**src/fpi_pkg.sv**
```systemverilog
package fpi_pkg;

  // System clock and the one millisecond pacing tick derived from it.
  localparam int unsigned CLK_HZ          = 10_000_000;
  localparam int unsigned CLK_NS          = 1_000_000_000 / CLK_HZ;
  localparam int unsigned TICK_NS         = 1_000_000;
  localparam int unsigned TICK_CYC        = TICK_NS / CLK_NS;

  // Button timing in milliseconds.
  localparam int unsigned DEBOUNCE_MS     = 20;
  localparam int unsigned HOLD_MS         = 5000;

  // Corrupted image pattern timing in milliseconds.
  localparam int unsigned BLINK_ON_MS     = 300;
  localparam int unsigned BLINK_OFF_MS    = 300;
  localparam int unsigned BLINK_GAP_MS    = 1500;
  localparam int unsigned FAULT_BLINKS    = 3;

  // Traffic flicker: half period, and how long one frame keeps it going.
  localparam int unsigned FLICKER_HALF_MS = 50;
  localparam int unsigned TRAFFIC_HOLD_MS = 100;

  localparam int unsigned NUM_PORTS       = 2;

  // Negotiated speed as reported by the PHY.
  typedef enum logic [1:0] {
    SPEED_10   = 2'h0,
    SPEED_100  = 2'h1,
    SPEED_1000 = 2'h2
  } fpi_speed_t;

  // Addressing mode codes for the restored configuration.
  typedef enum logic [1:0] {
    ADDR_STATIC         = 2'h0,
    ADDR_DHCP_LINKLOCAL = 2'h1
  } fpi_addr_mode_t;

  localparam logic [7:0] DFLT_COMMENT_LEN = 8'h00;
  localparam logic       DFLT_HOST_SERIAL = 1'h1;
  localparam logic       DFLT_PW_NEEDED   = 1'h0;

endpackage : fpi_pkg

```
**src/fpi_pace_if.sv**
```systemverilog
`timescale 1ns/1ps
// Shared pacing: a one-cycle millisecond tick and a slow flicker square wave.
interface fpi_pace_if;
  logic tick_ms;
  logic flicker;
  modport src (output tick_ms, output flicker);
  modport snk (input tick_ms, input flicker);
endinterface : fpi_pace_if

```
**src/fpi_debounce.sv**
```systemverilog
`timescale 1ns/1ps
module fpi_debounce #(
  parameter int unsigned DEB_MS = fpi_pkg::DEBOUNCE_MS
) (
  input  wire logic   clk,
  input  wire logic   rst,
  fpi_pace_if.snk     pace,
  input  wire logic   raw,
  output logic        stable
);
  import fpi_pkg::*;

  localparam int W = $clog2(DEB_MS + 1);

  logic [W-1:0] cnt;
  logic [W-1:0] next_cnt;
  logic         next_stable;

  // The level only moves once it has disagreed through DEB_MS tick pulses.
  always_comb
  begin
    next_stable = stable;
    next_cnt    = cnt;
    if (raw == stable)
    begin
      next_cnt = '0;
    end
    else if (pace.tick_ms)
    begin
      if (cnt >= W'(DEB_MS - 1))
      begin
        next_stable = raw;   // [RULE_15]
        next_cnt    = '0;
      end
      else
      begin
        next_cnt = cnt + 1'b1;
      end
    end
  end

  // Released is the safe state after reset.
  always_ff @(posedge clk)
  begin
    if (rst)
    begin
      stable <= 1'b0;
      cnt    <= '0;
    end
    else
    begin
      stable <= next_stable;
      cnt    <= next_cnt;
    end
  end

endmodule : fpi_debounce

```
**src/fpi_fault_blink.sv**
```systemverilog
`timescale 1ns/1ps
module fpi_fault_blink #(
  parameter int unsigned ON_MS  = fpi_pkg::BLINK_ON_MS,
  parameter int unsigned OFF_MS = fpi_pkg::BLINK_OFF_MS,
  parameter int unsigned GAP_MS = fpi_pkg::BLINK_GAP_MS,
  parameter int unsigned BLINKS = fpi_pkg::FAULT_BLINKS
) (
  input  wire logic   clk,
  input  wire logic   rst,
  fpi_pace_if.snk     pace,
  input  wire logic   enable,
  output logic        lamp
);
  import fpi_pkg::*;

  localparam int W  = $clog2(GAP_MS + ON_MS + OFF_MS + 1);
  localparam int BW = $clog2(BLINKS + 1);

  typedef enum logic [1:0] {FB_IDLE, FB_ON, FB_OFF, FB_GAP} fpi_fb_state_t;

  fpi_fb_state_t state;
  fpi_fb_state_t next_state;
  logic [W-1:0]  cnt;
  logic [W-1:0]  next_cnt;
  logic [BW-1:0] blinks;
  logic [BW-1:0] next_blinks;
  logic          next_lamp;

  // Pattern: BLINKS flashes, then a long dark gap, repeated while enabled.
  always_comb
  begin
    next_state  = state;
    next_cnt    = cnt;
    next_blinks = blinks;
    case (state)
      FB_IDLE:
      begin
        next_cnt    = '0;
        next_blinks = '0;
        if (enable)
        begin
          next_state = FB_ON;
        end
      end
      FB_ON:
      begin
        if (pace.tick_ms)
        begin
          if (cnt >= W'(ON_MS - 1))
          begin
            next_state = FB_OFF;   // [RULE_16]
            next_cnt   = '0;
          end
          else
          begin
            next_cnt = cnt + 1'b1;
          end
        end
      end
      FB_OFF:
      begin
        if (pace.tick_ms)
        begin
          if (cnt >= W'(OFF_MS - 1))
          begin
            next_cnt = '0;
            if (blinks >= BW'(BLINKS - 1))
            begin
              next_state  = FB_GAP;   // [RULE_05]
              next_blinks = '0;
            end
            else
            begin
              next_state  = FB_ON;
              next_blinks = blinks + 1'b1;
            end
          end
          else
          begin
            next_cnt = cnt + 1'b1;
          end
        end
      end
      FB_GAP:
      begin
        if (pace.tick_ms)
        begin
          if (cnt >= W'(GAP_MS - 1))
          begin
            next_state = FB_ON;   // [RULE_16]
            next_cnt   = '0;
          end
          else
          begin
            next_cnt = cnt + 1'b1;
          end
        end
      end
      default:
      begin
        next_state = FB_IDLE;
      end
    endcase
    // Dropping the enable abandons the pattern at once.
    if (!enable)
    begin
      next_state = FB_IDLE;
    end
    next_lamp = (next_state == FB_ON);
  end

  always_ff @(posedge clk)
  begin
    if (rst)
    begin
      state  <= FB_IDLE;
      cnt    <= '0;
      blinks <= '0;
      lamp   <= 1'b0;
    end
    else
    begin
      state  <= next_state;
      cnt    <= next_cnt;
      blinks <= next_blinks;
      lamp   <= next_lamp;
    end
  end

endmodule : fpi_fault_blink

```
**src/fpi_front_panel.sv**
```systemverilog
`timescale 1ns/1ps
// How it works
// RULE_01: Power lamp follows the power-good input, dark without power.
// RULE_02: Activity lamp is lit while any acquisition task runs.
// RULE_03: Status lamp stays dark when no boot, update, restore or fault.
// RULE_04: Status lamp steady on during boot, update or factory restore.
// RULE_05: Corrupted firmware image flashes status lamp in groups of three.
// RULE_06: Speed lamp shows yellow at 1000 Mbps.
// RULE_07: Speed lamp shows green at 100 Mbps.
// RULE_08: Speed lamp dark without link or at 10 Mbps.
// RULE_09: Traffic lamp on with link, off without, blinking during frames.
// RULE_10: Two independent ports, each with its own speed and traffic lamps.
// RULE_11: Press shorter than five seconds reboots on release, keeping configuration.
// RULE_12: After five seconds held, status lamp lights while still pressed.
// RULE_13: Releasing a long press reboots into factory defaults.
// RULE_14: Defaults: serial-based host name, DHCP or link-local, empty comment, open admin.
// RULE_15: Reset button is debounced for milliseconds before hold timing starts.
// RULE_16: Fault blinks use fixed on and off times, long gap, repeating.
module fpi_front_panel #(
  parameter int unsigned TICK_CYC  = fpi_pkg::TICK_CYC,
  parameter int unsigned HOLD_MS   = fpi_pkg::HOLD_MS,
  parameter int unsigned DEB_MS    = fpi_pkg::DEBOUNCE_MS,
  parameter int unsigned NUM_PORTS = fpi_pkg::NUM_PORTS
) (
  input  wire logic                   clk,
  input  wire logic                   rst,
  input  wire logic                   power_good,
  input  wire logic                   task_running,
  input  wire logic                   fw_booting,
  input  wire logic                   fw_updating,
  input  wire logic                   fw_restoring,
  input  wire logic                   fw_image_corrupt,
  input  wire logic                   reset_button,
  input  wire logic [NUM_PORTS-1:0]   port_link_up,
  input  fpi_pkg::fpi_speed_t         port_speed [NUM_PORTS],
  input  wire logic [NUM_PORTS-1:0]   port_frame_seen,
  output logic                        power_lamp,
  output logic                        activity_lamp,
  output logic                        status_lamp,
  output logic [NUM_PORTS-1:0]        port_speed_yellow,
  output logic [NUM_PORTS-1:0]        port_speed_green,
  output logic [NUM_PORTS-1:0]        port_connection_traffic_lamp,
  output logic                        reboot_keep_cfg,
  output logic                        reboot_factory,
  output logic                        dflt_hostname_from_serial,
  output fpi_pkg::fpi_addr_mode_t     dflt_addr_mode,
  output logic [7:0]                  dflt_comment_len,
  output logic                        dflt_admin_pw_needed
);
  import fpi_pkg::*;

  localparam int TW = $clog2(TICK_CYC + 1);
  localparam int HW = $clog2(HOLD_MS + 1);
  localparam int FW = $clog2(FLICKER_HALF_MS + 1);
  localparam int AW = $clog2(TRAFFIC_HOLD_MS + 1);

  typedef enum logic [1:0] {BTN_IDLE, BTN_SHORT, BTN_LONG} fpi_btn_state_t;

  fpi_pace_if pace ();

  logic [TW-1:0]  tick_cnt;
  logic [TW-1:0]  next_tick_cnt;
  logic           tick;
  logic           next_tick;
  logic [FW-1:0]  flick_cnt;
  logic [FW-1:0]  next_flick_cnt;
  logic           flicker;
  logic           next_flicker;

  logic           btn_down;
  logic           fault_lamp;

  fpi_btn_state_t btn_state;
  fpi_btn_state_t next_btn_state;
  logic [HW-1:0]  hold_cnt;
  logic [HW-1:0]  next_hold_cnt;
  logic           next_reboot_keep;
  logic           next_reboot_factory;

  logic           next_power_lamp;
  logic           next_activity_lamp;
  logic           next_status_lamp;

  logic           next_dflt_host;
  fpi_addr_mode_t next_dflt_addr;
  logic [7:0]     next_dflt_comment;
  logic           next_dflt_pw;

  assign pace.tick_ms = tick;
  assign pace.flicker = flicker;

  // Millisecond divider and the traffic flicker square wave it paces.
  always_comb
  begin
    next_tick      = 1'b0;
    next_tick_cnt  = tick_cnt + 1'b1;
    next_flick_cnt = flick_cnt;
    next_flicker   = flicker;
    if (tick_cnt >= TW'(TICK_CYC - 1))
    begin
      next_tick_cnt = '0;
      next_tick     = 1'b1;
    end
    if (tick)
    begin
      if (flick_cnt >= FW'(FLICKER_HALF_MS - 1))
      begin
        next_flick_cnt = '0;
        next_flicker   = ~flicker;
      end
      else
      begin
        next_flick_cnt = flick_cnt + 1'b1;
      end
    end
  end

  always_ff @(posedge clk)
  begin
    if (rst)
    begin
      tick_cnt  <= '0;
      tick      <= 1'b0;
      flick_cnt <= '0;
      flicker   <= 1'b0;
    end
    else
    begin
      tick_cnt  <= next_tick_cnt;
      tick      <= next_tick;
      flick_cnt <= next_flick_cnt;
      flicker   <= next_flicker;
    end
  end

  // Contact bounce is filtered before anything times the press.
  fpi_debounce #(
    .DEB_MS (DEB_MS)
  ) u_debounce (
    .clk    (clk),
    .rst    (rst),
    .pace   (pace.snk),
    .raw    (reset_button),
    .stable (btn_down)
  );

  fpi_fault_blink u_fault_blink (
    .clk    (clk),
    .rst    (rst),
    .pace   (pace.snk),
    .enable (fw_image_corrupt),
    .lamp   (fault_lamp)
  );

  // Press timing; the hold counter saturates so a very long press stays long.
  always_comb
  begin
    next_btn_state      = btn_state;
    next_hold_cnt       = hold_cnt;
    next_reboot_keep    = 1'b0;
    next_reboot_factory = 1'b0;
    case (btn_state)
      BTN_IDLE:
      begin
        next_hold_cnt = '0;
        if (btn_down)
        begin
          next_btn_state = BTN_SHORT;   // [RULE_15]
        end
      end
      BTN_SHORT:
      begin
        if (!btn_down)
        begin
          next_btn_state   = BTN_IDLE;
          next_reboot_keep = 1'b1;   // [RULE_11]
        end
        else if (tick)
        begin
          if (hold_cnt >= HW'(HOLD_MS - 1))
          begin
            next_btn_state = BTN_LONG;   // [RULE_12]
          end
          else
          begin
            next_hold_cnt = hold_cnt + 1'b1;
          end
        end
      end
      BTN_LONG:
      begin
        if (!btn_down)
        begin
          next_btn_state      = BTN_IDLE;
          next_reboot_factory = 1'b1;   // [RULE_13]
        end
      end
      default:
      begin
        next_btn_state = BTN_IDLE;
      end
    endcase
  end

  always_ff @(posedge clk)
  begin
    if (rst)
    begin
      btn_state       <= BTN_IDLE;
      hold_cnt        <= '0;
      reboot_keep_cfg <= 1'b0;
      reboot_factory  <= 1'b0;
    end
    else
    begin
      btn_state       <= next_btn_state;
      hold_cnt        <= next_hold_cnt;
      reboot_keep_cfg <= next_reboot_keep;
      reboot_factory  <= next_reboot_factory;
    end
  end

  // Chassis lamps. A long hold outranks every other status lamp source, since the operator
  // needs to see the moment the press turns into a factory restore.
  always_comb
  begin
    next_power_lamp    = power_good;     // [RULE_01]
    next_activity_lamp = task_running;   // [RULE_02]
    if (btn_state == BTN_LONG)
    begin
      next_status_lamp = 1'b1;   // [RULE_12]
    end
    else if (fw_booting || fw_updating || fw_restoring)
    begin
      next_status_lamp = 1'b1;   // [RULE_04]
    end
    else if (fw_image_corrupt)
    begin
      next_status_lamp = fault_lamp;   // [RULE_05]
    end
    else
    begin
      next_status_lamp = 1'b0;   // [RULE_03]
    end
  end

  always_ff @(posedge clk)
  begin
    if (rst)
    begin
      power_lamp    <= 1'b0;
      activity_lamp <= 1'b0;
      status_lamp   <= 1'b0;
    end
    else
    begin
      power_lamp    <= next_power_lamp;
      activity_lamp <= next_activity_lamp;
      status_lamp   <= next_status_lamp;
    end
  end

  // Factory values are presented with the factory reboot pulse and then held.
  always_comb
  begin
    next_dflt_host    = dflt_hostname_from_serial;
    next_dflt_addr    = dflt_addr_mode;
    next_dflt_comment = dflt_comment_len;
    next_dflt_pw      = dflt_admin_pw_needed;
    if (next_reboot_factory)
    begin
      next_dflt_host    = DFLT_HOST_SERIAL;      // [RULE_14]
      next_dflt_addr    = ADDR_DHCP_LINKLOCAL;   // [RULE_14]
      next_dflt_comment = DFLT_COMMENT_LEN;      // [RULE_14]
      next_dflt_pw      = DFLT_PW_NEEDED;        // [RULE_14]
    end
  end

  always_ff @(posedge clk)
  begin
    if (rst)
    begin
      dflt_hostname_from_serial <= 1'b0;
      dflt_addr_mode            <= ADDR_STATIC;
      dflt_comment_len          <= 8'h00;
      dflt_admin_pw_needed      <= 1'b0;
    end
    else
    begin
      dflt_hostname_from_serial <= next_dflt_host;
      dflt_addr_mode            <= next_dflt_addr;
      dflt_comment_len          <= next_dflt_comment;
      dflt_admin_pw_needed      <= next_dflt_pw;
    end
  end

  // Per-port lamps. A frame restarts a short window in which the traffic
  // lamp flickers; bursts shorter than the window look like one blink.
  for (genvar p = 0; p < NUM_PORTS; p++)
  begin : g_port   // [RULE_10]
    logic [AW-1:0] act_cnt;
    logic [AW-1:0] next_act_cnt;
    logic          next_yellow;
    logic          next_green;
    logic          next_traffic;

    always_comb
    begin
      next_act_cnt = act_cnt;
      if (!port_link_up[p])
      begin
        next_act_cnt = '0;
      end
      else if (port_frame_seen[p])
      begin
        next_act_cnt = AW'(TRAFFIC_HOLD_MS);
      end
      else if (tick && (act_cnt != '0))
      begin
        next_act_cnt = act_cnt - 1'b1;
      end
      next_yellow  = port_link_up[p] && (port_speed[p] == SPEED_1000);   // [RULE_06] [RULE_08]
      next_green   = port_link_up[p] && (port_speed[p] == SPEED_100);    // [RULE_07] [RULE_08]
      next_traffic = port_link_up[p] && ((act_cnt == '0) || flicker);    // [RULE_09]
    end

    always_ff @(posedge clk)
    begin
      if (rst)
      begin
        act_cnt                         <= '0;
        port_speed_yellow[p]            <= 1'b0;
        port_speed_green[p]             <= 1'b0;
        port_connection_traffic_lamp[p] <= 1'b0;
      end
      else
      begin
        act_cnt                         <= next_act_cnt;
        port_speed_yellow[p]            <= next_yellow;
        port_speed_green[p]             <= next_green;
        port_connection_traffic_lamp[p] <= next_traffic;
      end
    end
  end

endmodule : fpi_front_panel

```
**config.mk**
```make
export PLATFORM = sky130hd
export DESIGN_NAME = fpi_front_panel
export DESIGN_NICKNAME = d
export VERILOG_FILES = /design/src/fpi_pkg.sv /design/src/fpi_pace_if.sv /design/src/fpi_debounce.sv /design/src/fpi_fault_blink.sv /design/src/fpi_front_panel.sv
export SDC_FILE = /design/constraint.sdc
export NUM_CORES = 1
export LEC_CHECK = 0
export BUFFER_PORTS_ARGS = -buffer_cell sky130_fd_sc_hd__buf_2
export CORE_UTILIZATION = 55
export DETAILED_ROUTE_END_ITERATION = 6
export PLACE_DENSITY = 0.81
export SYNTH_ARGS = -nofsm -noshare
export SYNTH_HDL_FRONTEND = slang
export SYNTH_SLANG_ARGS = --single-unit
```
**constraint.sdc**
```tcl
create_clock -name clk -period 6.8 [get_ports clk]
set_input_delay 1.36 -clock clk [delete_from_list [all_inputs] [get_ports clk]]
set_output_delay 1.36 -clock clk [all_outputs]
set_load 0.02 [all_outputs]
```
==> impl_metrics.csv <==
group,metric,value,unit
clock_tree,clockBufferDepth,2,
routing,viasPerCell,5.72,
min_path,worstHoldPathType,"reg -> reg",
grt,grt_max_degree,30,
final_layout,drive_gt1_frac,0.107,
worst_setup_path,crit_required,7.04,ns
pwr,peakVddDrop,0.000112,V
grt,grt_usage,0.213,
floorplan,initial_core_util,0.570,
grt,use_met1,0.267,
sta,rsz0062_at_grt,"no",
pwr,p_leak,1.71,nW
sta,hold_viol_final,0,
place,place_hpwl,5.55,mm
sta,fin_setup_tns,0,ns
clock_tree,cts_max_level,3,
floorplan,core_area,0.00729,mm²
pwr,power_density,210,mW/mm²
sta,whs,0.457,ns
grt,grt_overflow,0,
synthesis,synth-seq-area-share,0.414,
grt,grt_pass1_wl,13.1,mm
sta,maxSlewHeadroom,0.331,
final_layout,final_area,0.00453,mm²
synthesis,synth_warnings,0,
worst_setup_path,worst-setup-path-type,"in -> reg",
floorplan,fp.dieH,88.9,µm
sta,tightestPinTransition,1.00,ns
routing,via_count,3447,
synthesis,synth.area.top_cells,"dfxtp_1, nor2_1, ha_1",
sta,fin_crit_sh,0.421,
worst_setup_path,path_max_fanout,27,
routing,ant_nets,0,
grt,top_usage_layer,"met2",
clock_tree,cts_sinks,86,
sta,slew_viol_final,0,
routing,routed_wl,7.80,mm
clock_tree,cts_hold_buf,0,
min_path,holdPathStages,1,
clock_tree,cts_made_buffers,9,
final_layout,syn2layout_area_growth,9.07,%
sta,fin_crit,2.86,ns
final_layout,diodes,0,
worst_setup_path,start_kind,"input port",
floorplan,fp.dieArea,0.00790,mm²
worst_setup_path,arrival,3.10,ns
final_layout,final_nets,533,
clock_tree,cts_tree,"yes",
place,gp_congestion,0.882,
routing,wl_per_cell,12.9,µm
sta,fmax,0.350,GHz
run_status,status,"finished, final reports clean",
grt,antenna_found_initial,0,
sta,setup_viol,0,
grt,grt_use_met2,0.351,
sta,clock_skew,0.00602,ns
place,portBuffers,29,
floorplan,die_w,88.9,µm
worst_setup_path,rr_worst_depth,6,
routing,drcViolationCount,0,
floorplan,ios,40,
synthesis,synth_edf_count,0,
clock_tree,path_clk_slew,0.08,ns
grt,gr-usage-met3,0.0526,
clock_tree,postCtsSetupBuffers,0,
floorplan,rows,31,
flow_run,drv_cap,0,
place,postPlaceCellArea,0.00431,mm²
synthesis,synth_top_area_cell,"dfxtp_1",
clock_tree,clk_latency,0.36,ns
synthesis,synth.lib_cells_used.distinct,60,
worst_setup_path,worst_setup_path_end_kind,"flop",
synthesis,synthesis.area,0.00415,mm²
routing,drt_first_pass_iters,5,
synthesis,yosys.area.top_type_share,0.414,
final_layout,fillers,631,
synthesis,ys_seq_elements,86,
grt,grt_pass1_vias,3075,
synthesis,async_reset_ff_frac,0,
clock_tree,cts_resized,0,
synthesis,ys.flop_type,"dfxtp_1",
synthesis,synth_area_per_cell,8.75,µm²
synthesis,synthCells,475,
routing,drtIter0Drc,201,
clock_tree,cts_root_buf,"clkbuf_8",
synthesized netlist by cell type (3+ instances only):
cell type and count:
xnor2_1 17, o22ai_1 4, nor3_1 16, o311ai_1 3, o21ai_1 3, nor3b_1 5
or4_1 4, nand3b_1 4, buf_4 12, o211a_1 4, dfxtp_1 86, a31oi_1 6
o211ai_1 7, clkbuf_1 10, xor2_1 20, o21a_1 5, nor4_1 4, nand2_1 35
or2_2 3, nor4b_1 6, o21ai_0 9, mux2i_1 3, nor2_1 59, ha_1 17
and2_1 4, nand2b_1 8, and3_1 7, nand4_1 14, or3_1 6, a21oi_1 16
a2111oi_0 4, inv_1 19, nand3_1 23
per-layer routing:
metal  vias to the layer above  wire length (µm)
met3                        12               399
met4                         0               123
met5                         -                 0
met1                      1623              3650
li1                       1717                 -
met2                        95              3630
report_power, final:
part | leakage, nW | internal [W] | switching, W
sequential | 0.696 | 0.000510 | 0.00000413
combinational | 0.910 | 0.0000137 | 0.0000287
clock | 0.106 | 0.000208 | 0.000187
critical path: stages:
cell      delay, ns
buf_2          0.28
clkinv_1       0.72
nand2_1        0.63
nor2_1         0.10
stage by stage:
step                power (W)  cells  setup slack, ns   util
finish               0.000951    603             3.94  0.621
global route         0.000989    603             3.66  0.621
CTS                  0.000959    603             3.92  0.621
detailed placement   0.000567    587             3.57  0.591
global placement     0.000566    587             3.68  0.591
floorplan            0.000558    484             4.37      -
flip-flops by register name, summed over array words and instances (netlist names), 2 cells and up:
register and cells:
u_fault_blink.state 2, u_fault_blink.blinks 2, u_fault_blink.cnt 12, tick_cnt 14
flick_cnt 6, u_debounce.cnt 5, btn_state 2, port_speed_green 2
hold_cnt 13, port_speed_yellow 2, g_port.act_cnt 14, port_connection_traffic_lamp 2
placed cells by master, fill, tap and decap left out, types with 5 or more instances in the layout:
cell type  count
a31oi_1        6
and3_1         7
o21a_1         5
clkbuf_8       9
nand4_1       14
buf_2         29
xor2_1        20
nand2b_1       8
inv_1         19
or3_1          6
xnor2_1       17
o211ai_1       7
conb_1        10
nor4b_1        6
dfxtp_1       86
nor2_1        59
nand2_1       35
o21ai_0        9
a21oi_1       16
ha_1          17
nor3_1        16
nand3_1       23
nor3b_1        5
logic make-up after synthesis:
family	after synthesis	share of synthesized area
muxes	3	0.00723
buffers and inverters	45	0.0536
and+or+nand+nor	203	0.247
AOI/OAI and AO/OA	83	0.147
xor gates and xnor gates	37	0.0780
adders and majority gates	17	0.0512
other	1	0.000903
DFF	86	0.414
layout make-up:
type                       instances  area (µm²)  area share
inverter                          20        75.1      0.0166
sequential                        86        1720       0.380
clock buffer                       9         124      0.0273
tap                               99         124      0.0273
multi-input combinational        353        2240       0.495
timing repair buffer              29         145      0.0320
clock inverter                     7        97.6      0.0215
path summary, 6_finish.rpt:
kind                        startpoint              endpoint  slack (ns)
setup / recovery                   rst           tick_cnt[2]        3.94
hold / removal             tick_cnt[0]           tick_cnt[0]        0.46
setup reg to reg  u_fault_blink.cnt[0]  u_fault_blink.cnt[5]        4.18
hold reg to reg            tick_cnt[0]           tick_cnt[0]        0.46
(Power assumes the default switching activity.)
